<file path="config.mk">
export PLATFORM = sky130hd
export DESIGN_NAME = uebc_endpoint_config
export DESIGN_NICKNAME = d
export VERILOG_FILES = /design/src/shared/uebc_pkg.sv /design/src/verilog/uebc_fill_tracker.sv /design/src/verilog/uebc_endpoint_config.sv
export SDC_FILE = /design/constraint.sdc
export NUM_CORES = 2
export LEC_CHECK = 0
export BUFFER_PORTS_ARGS = -buffer_cell sky130_fd_sc_hd__buf_2
export CORE_MARGIN = 10
export CORE_UTILIZATION = 50
export CTS_BUF_LIST = sky130_fd_sc_hd__clkbuf_4 sky130_fd_sc_hd__clkbuf_8
export CTS_CLUSTER_DIAMETER = 30
export DETAILED_ROUTE_END_ITERATION = 12
export PLACE_DENSITY = 0.72
export SYNTH_ARGS = -nofsm -noshare
export SYNTH_HDL_FRONTEND = slang
export SYNTH_SLANG_ARGS = --single-unit
</file>
<file path="constraint.sdc">
create_clock -name i_clock -period 6.55 [get_ports i_clock]
set_input_delay 0.9825 -clock i_clock [delete_from_list [all_inputs] [get_ports i_clock]]
set_output_delay 0.9825 -clock i_clock [all_outputs]
set_load 0.02 [all_outputs]
</file>
<file path="src/shared/uebc_pkg.sv">
// Purpose: Constants for the endpoint buffer configuration block.
// Assumes: 16-bit register port, byte offsets as printed.
// Notes: Offsets are register addresses on the plain port.
package uebc_pkg;
    // =========================================================
    // Register offsets
    localparam logic [7:0] UEBC_OFF_INDEX = 8'h2C;
    localparam logic [7:0] UEBC_OFF_PKT_SIZE = 8'h04;
    localparam logic [7:0] UEBC_OFF_TYPE = 8'h08;
    localparam logic [7:0] UEBC_OFF_LENGTH = 8'h1C;
    localparam logic [7:0] UEBC_OFF_FILL = 8'h1E;
    // =========================================================
    // Field positions
    localparam int UEBC_FSZ_MSB = 10;
    localparam int UEBC_NTR_LSB = 11;
    localparam int UEBC_NTR_MSB = 12;
    localparam int UEBC_KIND_MSB = 1;
    localparam int UEBC_DBL_BIT = 2;
    localparam int UEBC_EN_BIT = 3;
    localparam int UEBC_NOE_BIT = 4;
    // Writable masks (reserved bits read zero)
    localparam logic [15:0] UEBC_PKT_MASK = 16'h1FFF;
    localparam logic [15:0] UEBC_TYPE_MASK = 16'h001F;
    // Reset values
    localparam logic [15:0] UEBC_RST_WORD = 16'h0000;
    localparam logic [1:0] UEBC_RST_FILL = 2'h0;
    // =========================================================
    // Endpoint kind codes
    localparam logic [1:0] UEBC_KIND_UNUSED = 2'h0;
    localparam logic [1:0] UEBC_KIND_ISO = 2'h1;
    localparam logic [1:0] UEBC_KIND_BULK = 2'h2;
    localparam logic [1:0] UEBC_KIND_INTR = 2'h3;
    // Transactions per microframe codes
    localparam logic [1:0] UEBC_NTR_RESERVED = 2'h3;
    // Control endpoint index
    localparam logic [3:0] UEBC_CTRL_EP = 4'h0;
endpackage : uebc_pkg

</file>
<file path="src/verilog/uebc_fill_tracker.sv">
// Purpose: Two-buffer fill state of one data endpoint.
// Assumes: Fill and drain pulses come from the packet engine, same clock.
// Notes: Fill state is a pair of flags; drain applies before fill, so both take effect.
module uebc_fill_tracker
    import uebc_pkg::*;
(
    // Clock and reset
    input wire logic i_clock,
    input wire logic i_rst,
    input wire logic i_bus_reset,
    // Configuration
    input wire logic i_double,
    input wire logic i_enable,
    // Events
    input wire logic i_fill,
    input wire logic i_drain,
    // Status
    output logic [1:0] o_state
);
    typedef struct packed {
        logic [1:0] fill; // Bit per buffer
        logic wr_sel;     // Next buffer to fill
        logic rd_sel;     // Next buffer to drain
    } uebc_trk_t;

    uebc_trk_t s_reg;
    uebc_trk_t s_next;

    // =========================================================
    // Next state
    always_comb begin
        s_next = s_reg;
        // Drain first so a same-cycle fill is not lost
        if (i_drain && s_next.fill[s_reg.rd_sel]) begin
            s_next.fill[s_reg.rd_sel] = 1'b0;
            s_next.rd_sel = i_double ? ~s_reg.rd_sel : 1'b0;
        end
        // Test the drained copy so a fill into a buffer freed this cycle lands
        if (i_fill && !s_next.fill[s_reg.wr_sel]) begin
            s_next.fill[s_reg.wr_sel] = 1'b1;
            s_next.wr_sel = i_double ? ~s_reg.wr_sel : 1'b0;
        end
        // Disabled endpoint holds no packets
        if (!i_enable || i_bus_reset) begin
            s_next = '0;
        end
    end

    // =========================================================
    // State register
    always_ff @(posedge i_clock) begin
        if (i_rst) begin
            s_reg <= '0;
        end else begin
            s_reg <= s_next;
        end
    end

    assign o_state = s_reg.fill;
endmodule : uebc_fill_tracker

</file>
<file path="src/verilog/uebc_endpoint_config.sv">
// Purpose: Indexed per-endpoint buffer configuration and status registers.
// Assumes: Firmware writes the index first and observes its own waits.
// Notes: All outputs registered; read data valid the cycle after a read.
//
// Summary of operation
// - 16-bit packet byte count per endpoint
// - Fill state meaningless for control endpoint
// - Fill state 00/01/10/11, zero after resets
// - Packet-size write reloads packet byte count
// - Transactions code 00..10 gives 1..3, 11 reserved
// - Transactions only for high-speed iso or interrupt
// - 11-bit FIFO size, same both speeds
// - Packet size excludes setup and control endpoints
// - Type register selects kind in bits 1:0
// - Enable bit 3, double buffer bit 2
// - Bit 4 suppresses automatic null packet
// - Kind 01 iso, 10 bulk, 11 interrupt
// - Null packet after DMA IN unless suppressed
// - Enable bit enables endpoint FIFO
// - Double-buffer bit gives two buffers
//
// The plain strobed port was decided locally.
module uebc_endpoint_config
    import uebc_pkg::*;
#(
    parameter int NUM_EP = 16,
    parameter int IDX_W = 4
)
(
    // Clock and reset
    input wire logic i_clock,
    input wire logic i_rst,
    // USB bus reset, a pin level
    input wire logic i_bus_reset,
    // Register port
    input wire logic [7:0] i_addr,
    input wire logic [15:0] i_wdata,
    input wire logic i_wr,
    input wire logic i_rd,
    output logic [15:0] o_rdata,
    // Link state
    input wire logic i_high_speed,
    // Packet engine events, same clock, one-cycle pulses
    input wire logic [IDX_W-1:0] i_evt_ep,
    input wire logic i_evt_fill,
    input wire logic i_evt_drain,
    input wire logic i_evt_out_len,
    input wire logic [15:0] i_evt_len,
    input wire logic i_dma_in_done,
    // Configuration of the engine's current endpoint
    output logic [10:0] o_ep_fifo_size,
    output logic o_ep_enable,
    output logic o_ep_double,
    output logic [1:0] o_ep_kind,
    output logic [1:0] o_ep_packets_per_uframe,
    output logic o_send_null_packet
);
    // =========================================================
    // State
    typedef struct packed {
        logic [IDX_W-1:0] index;
        logic [NUM_EP-1:0][15:0] pkt_size;
        logic [NUM_EP-1:0][4:0] type_cfg;
        logic [NUM_EP-1:0][15:0] byte_count;
        logic [15:0] rdata;
        logic [10:0] ep_fifo_size;
        logic ep_enable;
        logic ep_double;
        logic [1:0] ep_kind;
        logic [1:0] ep_ppu;
        logic send_null;
    } uebc_state_t;

    uebc_state_t s_reg;
    uebc_state_t s_next;

    // Bus reset synchroniser; only stage two is read by logic
    logic bus_rst_s1_reg;
    logic bus_rst_s2_reg;
    // Fill state from each endpoint tracker
    logic [NUM_EP-1:0][1:0] fill_state;

    // =========================================================
    // Packets per microframe from the code and endpoint kind
    function automatic logic [1:0] uebc_ppu(input logic [1:0] code,
                                            input logic [1:0] kind,
                                            input logic hs);
        logic periodic;
        periodic = (kind == UEBC_KIND_ISO) || (kind == UEBC_KIND_INTR);
        // Only periodic high-speed endpoints get extra transactions
        if (!hs || !periodic) begin
            uebc_ppu = 2'h1;
        end else if (code == UEBC_NTR_RESERVED) begin
            uebc_ppu = 2'h1; // Reserved code treated as one packet
        end else begin
            uebc_ppu = code + 2'h1;
        end
    endfunction : uebc_ppu

    // =========================================================
    // Bus reset synchroniser
    always_ff @(posedge i_clock) begin
        if (i_rst) begin
            bus_rst_s1_reg <= 1'b0;
            bus_rst_s2_reg <= 1'b0;
        end else begin
            bus_rst_s1_reg <= i_bus_reset;
            bus_rst_s2_reg <= bus_rst_s1_reg;
        end
    end

    // =========================================================
    // Fill trackers, one per data endpoint
    genvar g;
    generate
        for (g = 0; g < NUM_EP; g++) begin : g_trk
            if (g == 0) begin : g_ctrl
                // Control endpoint has no double buffer status
                assign fill_state[g] = 2'h0;
            end else begin : g_data
                uebc_fill_tracker u_trk (
                    .i_clock(i_clock),
                    .i_rst(i_rst),
                    .i_bus_reset(bus_rst_s2_reg),
                    .i_double(s_reg.type_cfg[g][UEBC_DBL_BIT]),
                    .i_enable(s_reg.type_cfg[g][UEBC_EN_BIT]),
                    .i_fill(i_evt_fill && (i_evt_ep == IDX_W'(g))),
                    .i_drain(i_evt_drain && (i_evt_ep == IDX_W'(g))),
                    .o_state(fill_state[g])
                );
            end
        end
    endgenerate

    // =========================================================
    // Register access and engine view
    always_comb begin
        logic [4:0] tc;
        logic [15:0] pk;
        tc = s_reg.type_cfg[i_evt_ep];
        pk = s_reg.pkt_size[i_evt_ep];
        s_next = s_reg;
        s_next.rdata = 16'h0000;
        // Engine-side OUT length capture
        if (i_evt_out_len) begin
            s_next.byte_count[i_evt_ep] = i_evt_len;
        end
        // Writes reach the copy selected by the index
        if (i_wr) begin
            unique case (i_addr)
                UEBC_OFF_INDEX: s_next.index = i_wdata[IDX_W-1:0];
                UEBC_OFF_PKT_SIZE: begin
                    s_next.pkt_size[s_reg.index] = i_wdata & UEBC_PKT_MASK;
                    s_next.byte_count[s_reg.index] =
                        {5'h00, i_wdata[UEBC_FSZ_MSB:0]};
                end
                UEBC_OFF_TYPE: begin
                    s_next.type_cfg[s_reg.index] = i_wdata[4:0];
                end
                UEBC_OFF_LENGTH: s_next.byte_count[s_reg.index] = i_wdata;
                default: begin
                    // Unmapped or read-only: write ignored
                end
            endcase
        end
        // Reads return data in the following cycle
        if (i_rd) begin
            unique case (i_addr)
                UEBC_OFF_INDEX: s_next.rdata = 16'(s_reg.index);
                UEBC_OFF_PKT_SIZE: s_next.rdata = s_reg.pkt_size[s_reg.index];
                UEBC_OFF_TYPE: s_next.rdata = {11'h000, s_reg.type_cfg[s_reg.index]};
                UEBC_OFF_LENGTH: s_next.rdata = s_reg.byte_count[s_reg.index];
                UEBC_OFF_FILL: s_next.rdata = {14'h0000, fill_state[s_reg.index]};
                default: s_next.rdata = 16'h0000;
            endcase
        end
        // Engine view of its current endpoint
        if (i_evt_ep == UEBC_CTRL_EP) begin
            // Control endpoint is sized elsewhere
            s_next.ep_fifo_size = 11'h000;
            s_next.ep_ppu = 2'h1;
        end else begin
            s_next.ep_fifo_size = pk[UEBC_FSZ_MSB:0];
            s_next.ep_ppu = uebc_ppu(pk[UEBC_NTR_MSB:UEBC_NTR_LSB],
                                     tc[UEBC_KIND_MSB:0], i_high_speed);
        end
        s_next.ep_enable = tc[UEBC_EN_BIT];
        s_next.ep_double = tc[UEBC_DBL_BIT];
        s_next.ep_kind = tc[UEBC_KIND_MSB:0];
        // Null packet once DMA IN completes unless suppressed
        s_next.send_null = i_dma_in_done && !tc[UEBC_NOE_BIT];
        // Bus reset clears endpoint configuration and counts
        if (bus_rst_s2_reg) begin
            s_next.pkt_size = '0;
            s_next.type_cfg = '0;
            s_next.byte_count = '0;
        end
    end

    // =========================================================
    // State register
    always_ff @(posedge i_clock) begin
        if (i_rst) begin
            s_reg <= '0;
        end else begin
            s_reg <= s_next;
        end
    end

    // =========================================================
    // Outputs straight from flip-flops
    assign o_rdata = s_reg.rdata;
    assign o_ep_fifo_size = s_reg.ep_fifo_size;
    assign o_ep_enable = s_reg.ep_enable;
    assign o_ep_double = s_reg.ep_double;
    assign o_ep_kind = s_reg.ep_kind;
    assign o_ep_packets_per_uframe = s_reg.ep_ppu;
    assign o_send_null_packet = s_reg.send_null;
endmodule : uebc_endpoint_config

</file>
[After elaboration in Yosys (flattened, before gate mapping)]
Index checks and enable logic that the tools add are counted.
Word-level totals
  register bits: 692
  input port bits: 54
  word-level logic and storage cells: 644
Cells by class
  add/subtract/negate cells: 1
  order comparisons: 64
  equal/unequal tests: 23
  muxes and demuxes: 210
  bitwise logic cells: 76
  reductions and logical operators: 166
Operators with widths (number)
  256-bit bitwise mux: 4
  256-bit two-way mux: 2
  256-bit one-hot mux with 2 select lines: 1
  16-bit binary-select mux with 4-bit select: 3
  16-bit demux with 4-bit select: 2
  1-bit two-way mux: 123
  1-bit logical AND: 93
  80-bit bitwise mux: 1
  16-bit one-hot mux with 5 select lines: 1
  16-bit two-way mux: 4
  1-bit by 2-bit < comparator with 1-bit output, second input constant: 30
  3-bit two-way mux: 15
  5-bit binary-select mux with 4-bit select: 2
  2-bit OR reduction: 18
  1-bit zero test: 33
  4-bit == test, second input constant: 8
  2-bit two-way mux: 16
  1-bit inverter: 31
  2-bit AND: 15
  1-bit demux with 1-bit select: 30
  1-bit >= comparator, second input constant: 30
  2-bit inverter: 15
  2-bit bitwise OR: 15
  5-bit demux with 4-bit select: 1
  other kinds (19): 47

[Longest topological paths before layout]
  depth after elaboration: 12
  depth in mapped cells: 10
  mapped depth without buffers: 5

[Cells and area by module]
From an unflattened synthesis, not the netlist that was laid out.
Second synthesis, totals
  cell total of the unflattened synthesis: 3609
  area total of the unflattened synthesis: 33205.6 um^2
By module, submodules not included
  uebc_endpoint_config: times used 1, cells each 3309, area each 30371.6 um^2, sequential area each 11691.2 um^2
  uebc_fill_tracker: times used 15, cells each 20, area each 188.9 um^2, sequential area each 80.1 um^2

[Worst setup path before layout]
OpenSTA, ideal clock, no wires.
  kind: input-to-reg
  start: input port i_evt_ep[1]
  end: register s_reg, in the netlist o_ep_packets_per_uframe[1]
  arrival: 2.906 ns
  data required time: 6.458 ns
  path slack: 3.552 ns
  stages: 7
  cell sequence: buf_4 buf_2 buf_2 mux4_2 mux4_2 ha_1 nor4_1
Between the ends
  longest elaborated chain between the ends: 7
RTL lines
  start, declared: line uebc_endpoint_config.sv:44  | input wire logic [IDX_W-1:0] i_evt_ep,
  5-bit binary-select mux with 4-bit select: line uebc_endpoint_config.sv:140  | tc = s_reg.type_cfg[i_evt_ep];
  5-bit two-way mux (not written as such): line uebc_endpoint_config.sv:140
  2-bit by 1-bit == test with 1-bit output or 2-bit == test (tied branches): line uebc_endpoint_config.sv:89  | periodic = (kind == UEBC_KIND_ISO) || (kind == UEBC_KIND_INTR);
  1-bit logical OR: line uebc_endpoint_config.sv:89
  1-bit zero test: line uebc_endpoint_config.sv:91  | if (!hs || !periodic) begin
  1-bit logical OR: line uebc_endpoint_config.sv:91
  4-bit OR reduction (no line)
  end signal, assigned: line uebc_endpoint_config.sv:206  | s_reg <= s_next;
  end, declared: line uebc_endpoint_config.sv:74  | uebc_state_t s_reg;
Several ways; a longest one is shown, not always the timed one. The select of a mux whose other input is x is not followed.
A chain may end at the register's enable or synchronous reset.

[Worst setup path after layout]
  start: register s_reg[627] (netlist bit)
  end: register s_reg[466] (netlist bit)
Between the ends
  longest elaborated chain between the ends: 5
RTL lines
  4-bit by 5-bit < comparator with 1-bit output (not written as such) or 4-bit by 1-bit >= comparator with 1-bit output (tied branches): line uebc_endpoint_config.sv:153  | s_next.pkt_size[s_reg.index] = i_wdata & UEBC_PKT_MASK;
  1-bit logical AND (not written as such): line uebc_endpoint_config.sv:153
  16-bit two-way mux (not written as such): line uebc_endpoint_config.sv:153
  16-bit demux with 4-bit select *: line uebc_endpoint_config.sv:153
  256-bit bitwise mux *: line uebc_endpoint_config.sv:153
Every way passes the cells marked *; elsewhere a longest branch is shown, timed or not.

==> flow_summary.ini <==
[outcome]
status = finished clean

[clock_tree]
worstSkewPairLatency_ns = 0.81
post_cts_buffers = 0
tritoncts = built
root_buffer = clkbuf_8
cts_buffer_depth = 3
clk_pin_slew_ns = 0.06
cts_hold_buf = 0
clkSinkCount = 644
htree_levels = 4
cts-resized-gates = 0
cts_buffers = 136

[pwr]
p_per_area_mw_per_mm2 = 267
peakVddDrop_mv = 0.141
p_leak_nw = 12.2

[drt]
routed_wl_mm = 109
detail_route.vias_per_cell = 6.52
wl_per_cell_um = 24.6
antenna_left = 0
drc_errors = 0
vias = 28900
drt-initial-drc-count = 3877
dr.pass1.iters = 7

[setup_path]
crit_path_max_incr_delay_ns = 0.91
required_ns = 7.25
endpoint_kind = flip-flop
cpMostUsedCell = nand2_1
cp_num_buf_inv = 1
critPathArrivalTime_ns = 4.30
rr_startpoint = s_reg[627]
crit_type = reg -> reg
critPathLaunchType = flip-flop
startpoint = s_reg[627]
cp_top_family = simple AND/OR/NAND/NOR gates
cp_cell_sequence = buf_4 -> and2b_1 -> nand2_1 -> nor2_2 -> nand2_1 -> a21oi_1
path_max_fanout = 56
slowest_stage = dfxtp_4

[die]
core-area_mm2 = 0.0655
start_util_pct = 50.3
fp.dieW_um = 277
die_area_mm2 = 0.0765
io_pins = 88
row_count = 94
fp.dieH_um = 277

[global_routing]
grt_max_degree = 194
grt_pass1_vias = 27700
track_usage_pct = 27.4
antenna_found_initial = 8
grt_pass1_wl_mm = 166
grt-ovfl-total = 0

[timing]
holdWs_ns = 0.441
hold_viol = 0
skew_ns = 0.0447
fin_crit_sh_pct = 55.0
slew_violations = 0
rsz0062_at_grt = no
clock.fmax_mhz = 277
tns_ns = 0
finalSetupViolations = 0
max_slew_margin_pct = 11.6
period_minus_slack_ns = 3.61
tightest_slew_ns = 1.32

[layout]
drive_gt1_share_pct = 19.5
synthToLayoutAreaGrowth_pct = 10.7
final_core_util_pct = 55.7
regArea_mm2 = 0.0129
fill_cells = 5658
multi_input_comb_area_mm2 = 0.0181
fin_nets = 3505
largest_reg_flops = 548
final_cell_area_mm2 = 0.0365

[synthesis]
synth_top_family_by_area = multiplexers
syn-num-nets = 3608
yosysSeqAreaShare_pct = 39.1
synthAdderAreaFrac_pct = 0.0760
synth-simple-area-share_pct = 16.6
synth_edf_count = 0
synth_xor_xnor_area_share_pct = 0
yosys_warnings = 0
ys_types = 66
syn_inst = 3552
avgSynthCellArea_um2 = 9.27
synth.area.mux_share_pct = 23.6
async_flop_share_pct = 0
ys_ff_latch = 644
syn-cell-area_mm2 = 0.0329
synth_ff_type = dfxtp_1
synth_compound_area_share_pct = 14.7

[placed_design]
portBuffers = 87
place_area_mm2 = 0.0330
dp_hpwl_mm = 65.9
routabilityCongestion = 0.874

[flow_run]
cap_viol_max_count = 0

[min_path]
hold_class = reg -> reg
hold_start = bus_rst_s1_reg
## cell type report
| type | count | share of cell area (%) |
|---|---|---|
| tap | 864 | 2.96 |
| clock buffer | 180 | 6.48 |
| multi-input combinational | 2516 | 49.7 |
| sequential | 644 | 35.4 |
| antenna | 5 | 0.0343 |
| timing repair buffer | 145 | 2.47 |
| clock inverter | 68 | 2.93 |
| inverter | 6 | 0.0617 |
## logic make-up after synthesis
| family | Yosys count |
|---|---|
| simple gates | 1295 |
| flops | 644 |
| fa+ha+maj | 2 |
| mux | 452 |
| buf+inv | 392 |
| compound gates | 767 |
## cells in the mapped netlist (3+ instances only)
master    number  share of area [%]
nand4_1        6               0.11
a21boi_0      13               0.30
nor3_4         3               0.15
nor2_4         4               0.14
and2_1        14               0.27
buf_1         14               0.16
mux2i_1      193                5.9
buf_2         87                1.3
nor3b_1        4              0.091
nor4_1         3              0.057
a31oi_1       17               0.32
mux2_2         3               0.10
nand4b_1       4               0.11
nand2b_1      21               0.40
a32oi_1       15               0.40
mux4_2       247                 17
nand3b_1       3              0.068
a22oi_1       10               0.23
and3_1         3              0.057
nand3_2        4               0.12
nor3_1        26               0.40
o21ai_0      123                1.9
nand3_1       65               0.99
nor3_2         5               0.15
inv_1          5              0.057
nor2_1       382                4.4
clkbuf_1     209                2.4
a311oi_1     112                3.0
or3_1         15               0.28
mux4_1         9               0.72
o21ai_1        3              0.046
buf_6         21               0.72
a211oi_1     145                3.3
nand2_1      683                7.8
nor2b_1       24               0.46
buf_4         53                1.2
nor2_2        12               0.23
dfxtp_1      644                 39
a21oi_1      300                4.6
o31ai_1       15               0.34
## power by group
| part | total (mW) | internal, mW | leakage [nW] | switching, mW |
|---|---|---|---|---|
| clock network | 5.39 | 3.44 | 1.75 | 1.95 |
| logic | 0.394 | 0.0916 | 5.21 | 0.302 |
| registers | 3.95 | 3.94 | 5.19 | 0.00984 |
## cells in the final DEF, fill, tap and decap left out, types with 5 or more instances in the layout
cell type | synthesis | final
nor3_1 | 26 | 23
clkbuf_4 | 0 | 18
nor2_1 | 382 | 381
a32oi_1 | 15 | 15
o31ai_1 | 15 | 15
nor3_2 | 5 | 8
clkbuf_8 | 0 | 162
a311oi_1 | 112 | 112
mux2i_1 | 193 | 193
clkinvlp_4 | 0 | 11
o21ai_0 | 123 | 123
a21oi_1 | 300 | 300
diode_2 | 0 | 5
nor2b_1 | 24 | 24
and2_1 | 14 | 14
clkinv_2 | 0 | 24
nand2_1 | 683 | 680
or3_1 | 15 | 15
bufinv_16 | 0 | 27
mux4_2 | 247 | 247
nand4_1 | 6 | 6
nand3_1 | 65 | 65
a22oi_1 | 10 | 10
dfxtp_1 | 644 | 641
buf_2 | 87 | 85
mux4_1 | 9 | 9
a21boi_0 | 13 | 13
nand2b_1 | 21 | 19
a211oi_1 | 145 | 145
a31oi_1 | 17 | 17
buf_4 | 53 | 58
nor2_2 | 12 | 13
## per-layer routing
metal | global-route usage (%) | part of all wire (%) | wire [um]
met3 | 7.50 | 11 | 12400
met1 | 35.6 | 39 | 42900
met4 | 13.9 | 4.4 | 4790
met5 | 0 | 0.0064 | 7
met2 | 41.4 | 45 | 49000
## metrics by stage
stage / setup slack (ns) / cells / power (mW)
after floorplan: 3.55 / 3552 / 4.28
after global placement: 2.34 / 4175 / 4.41
after detailed placement: 2.34 / 4175 / 4.41
after CTS: 3.03 / 4423 / 9.74
after global routing: 2.83 / 4428 / 9.98
final: 2.94 / 4428 / 9.73
## worst paths after layout
check,endpoint,slack [ns],depth (start not counted)
setup / recovery,s_reg[466],2.94,6
hold / removal,bus_rst_s2_reg,0.44,1
setup reg to reg,s_reg[466],2.94,6
hold reg to reg,bus_rst_s2_reg,0.44,1
Note: power is estimated with default switching activity, not from simulation.
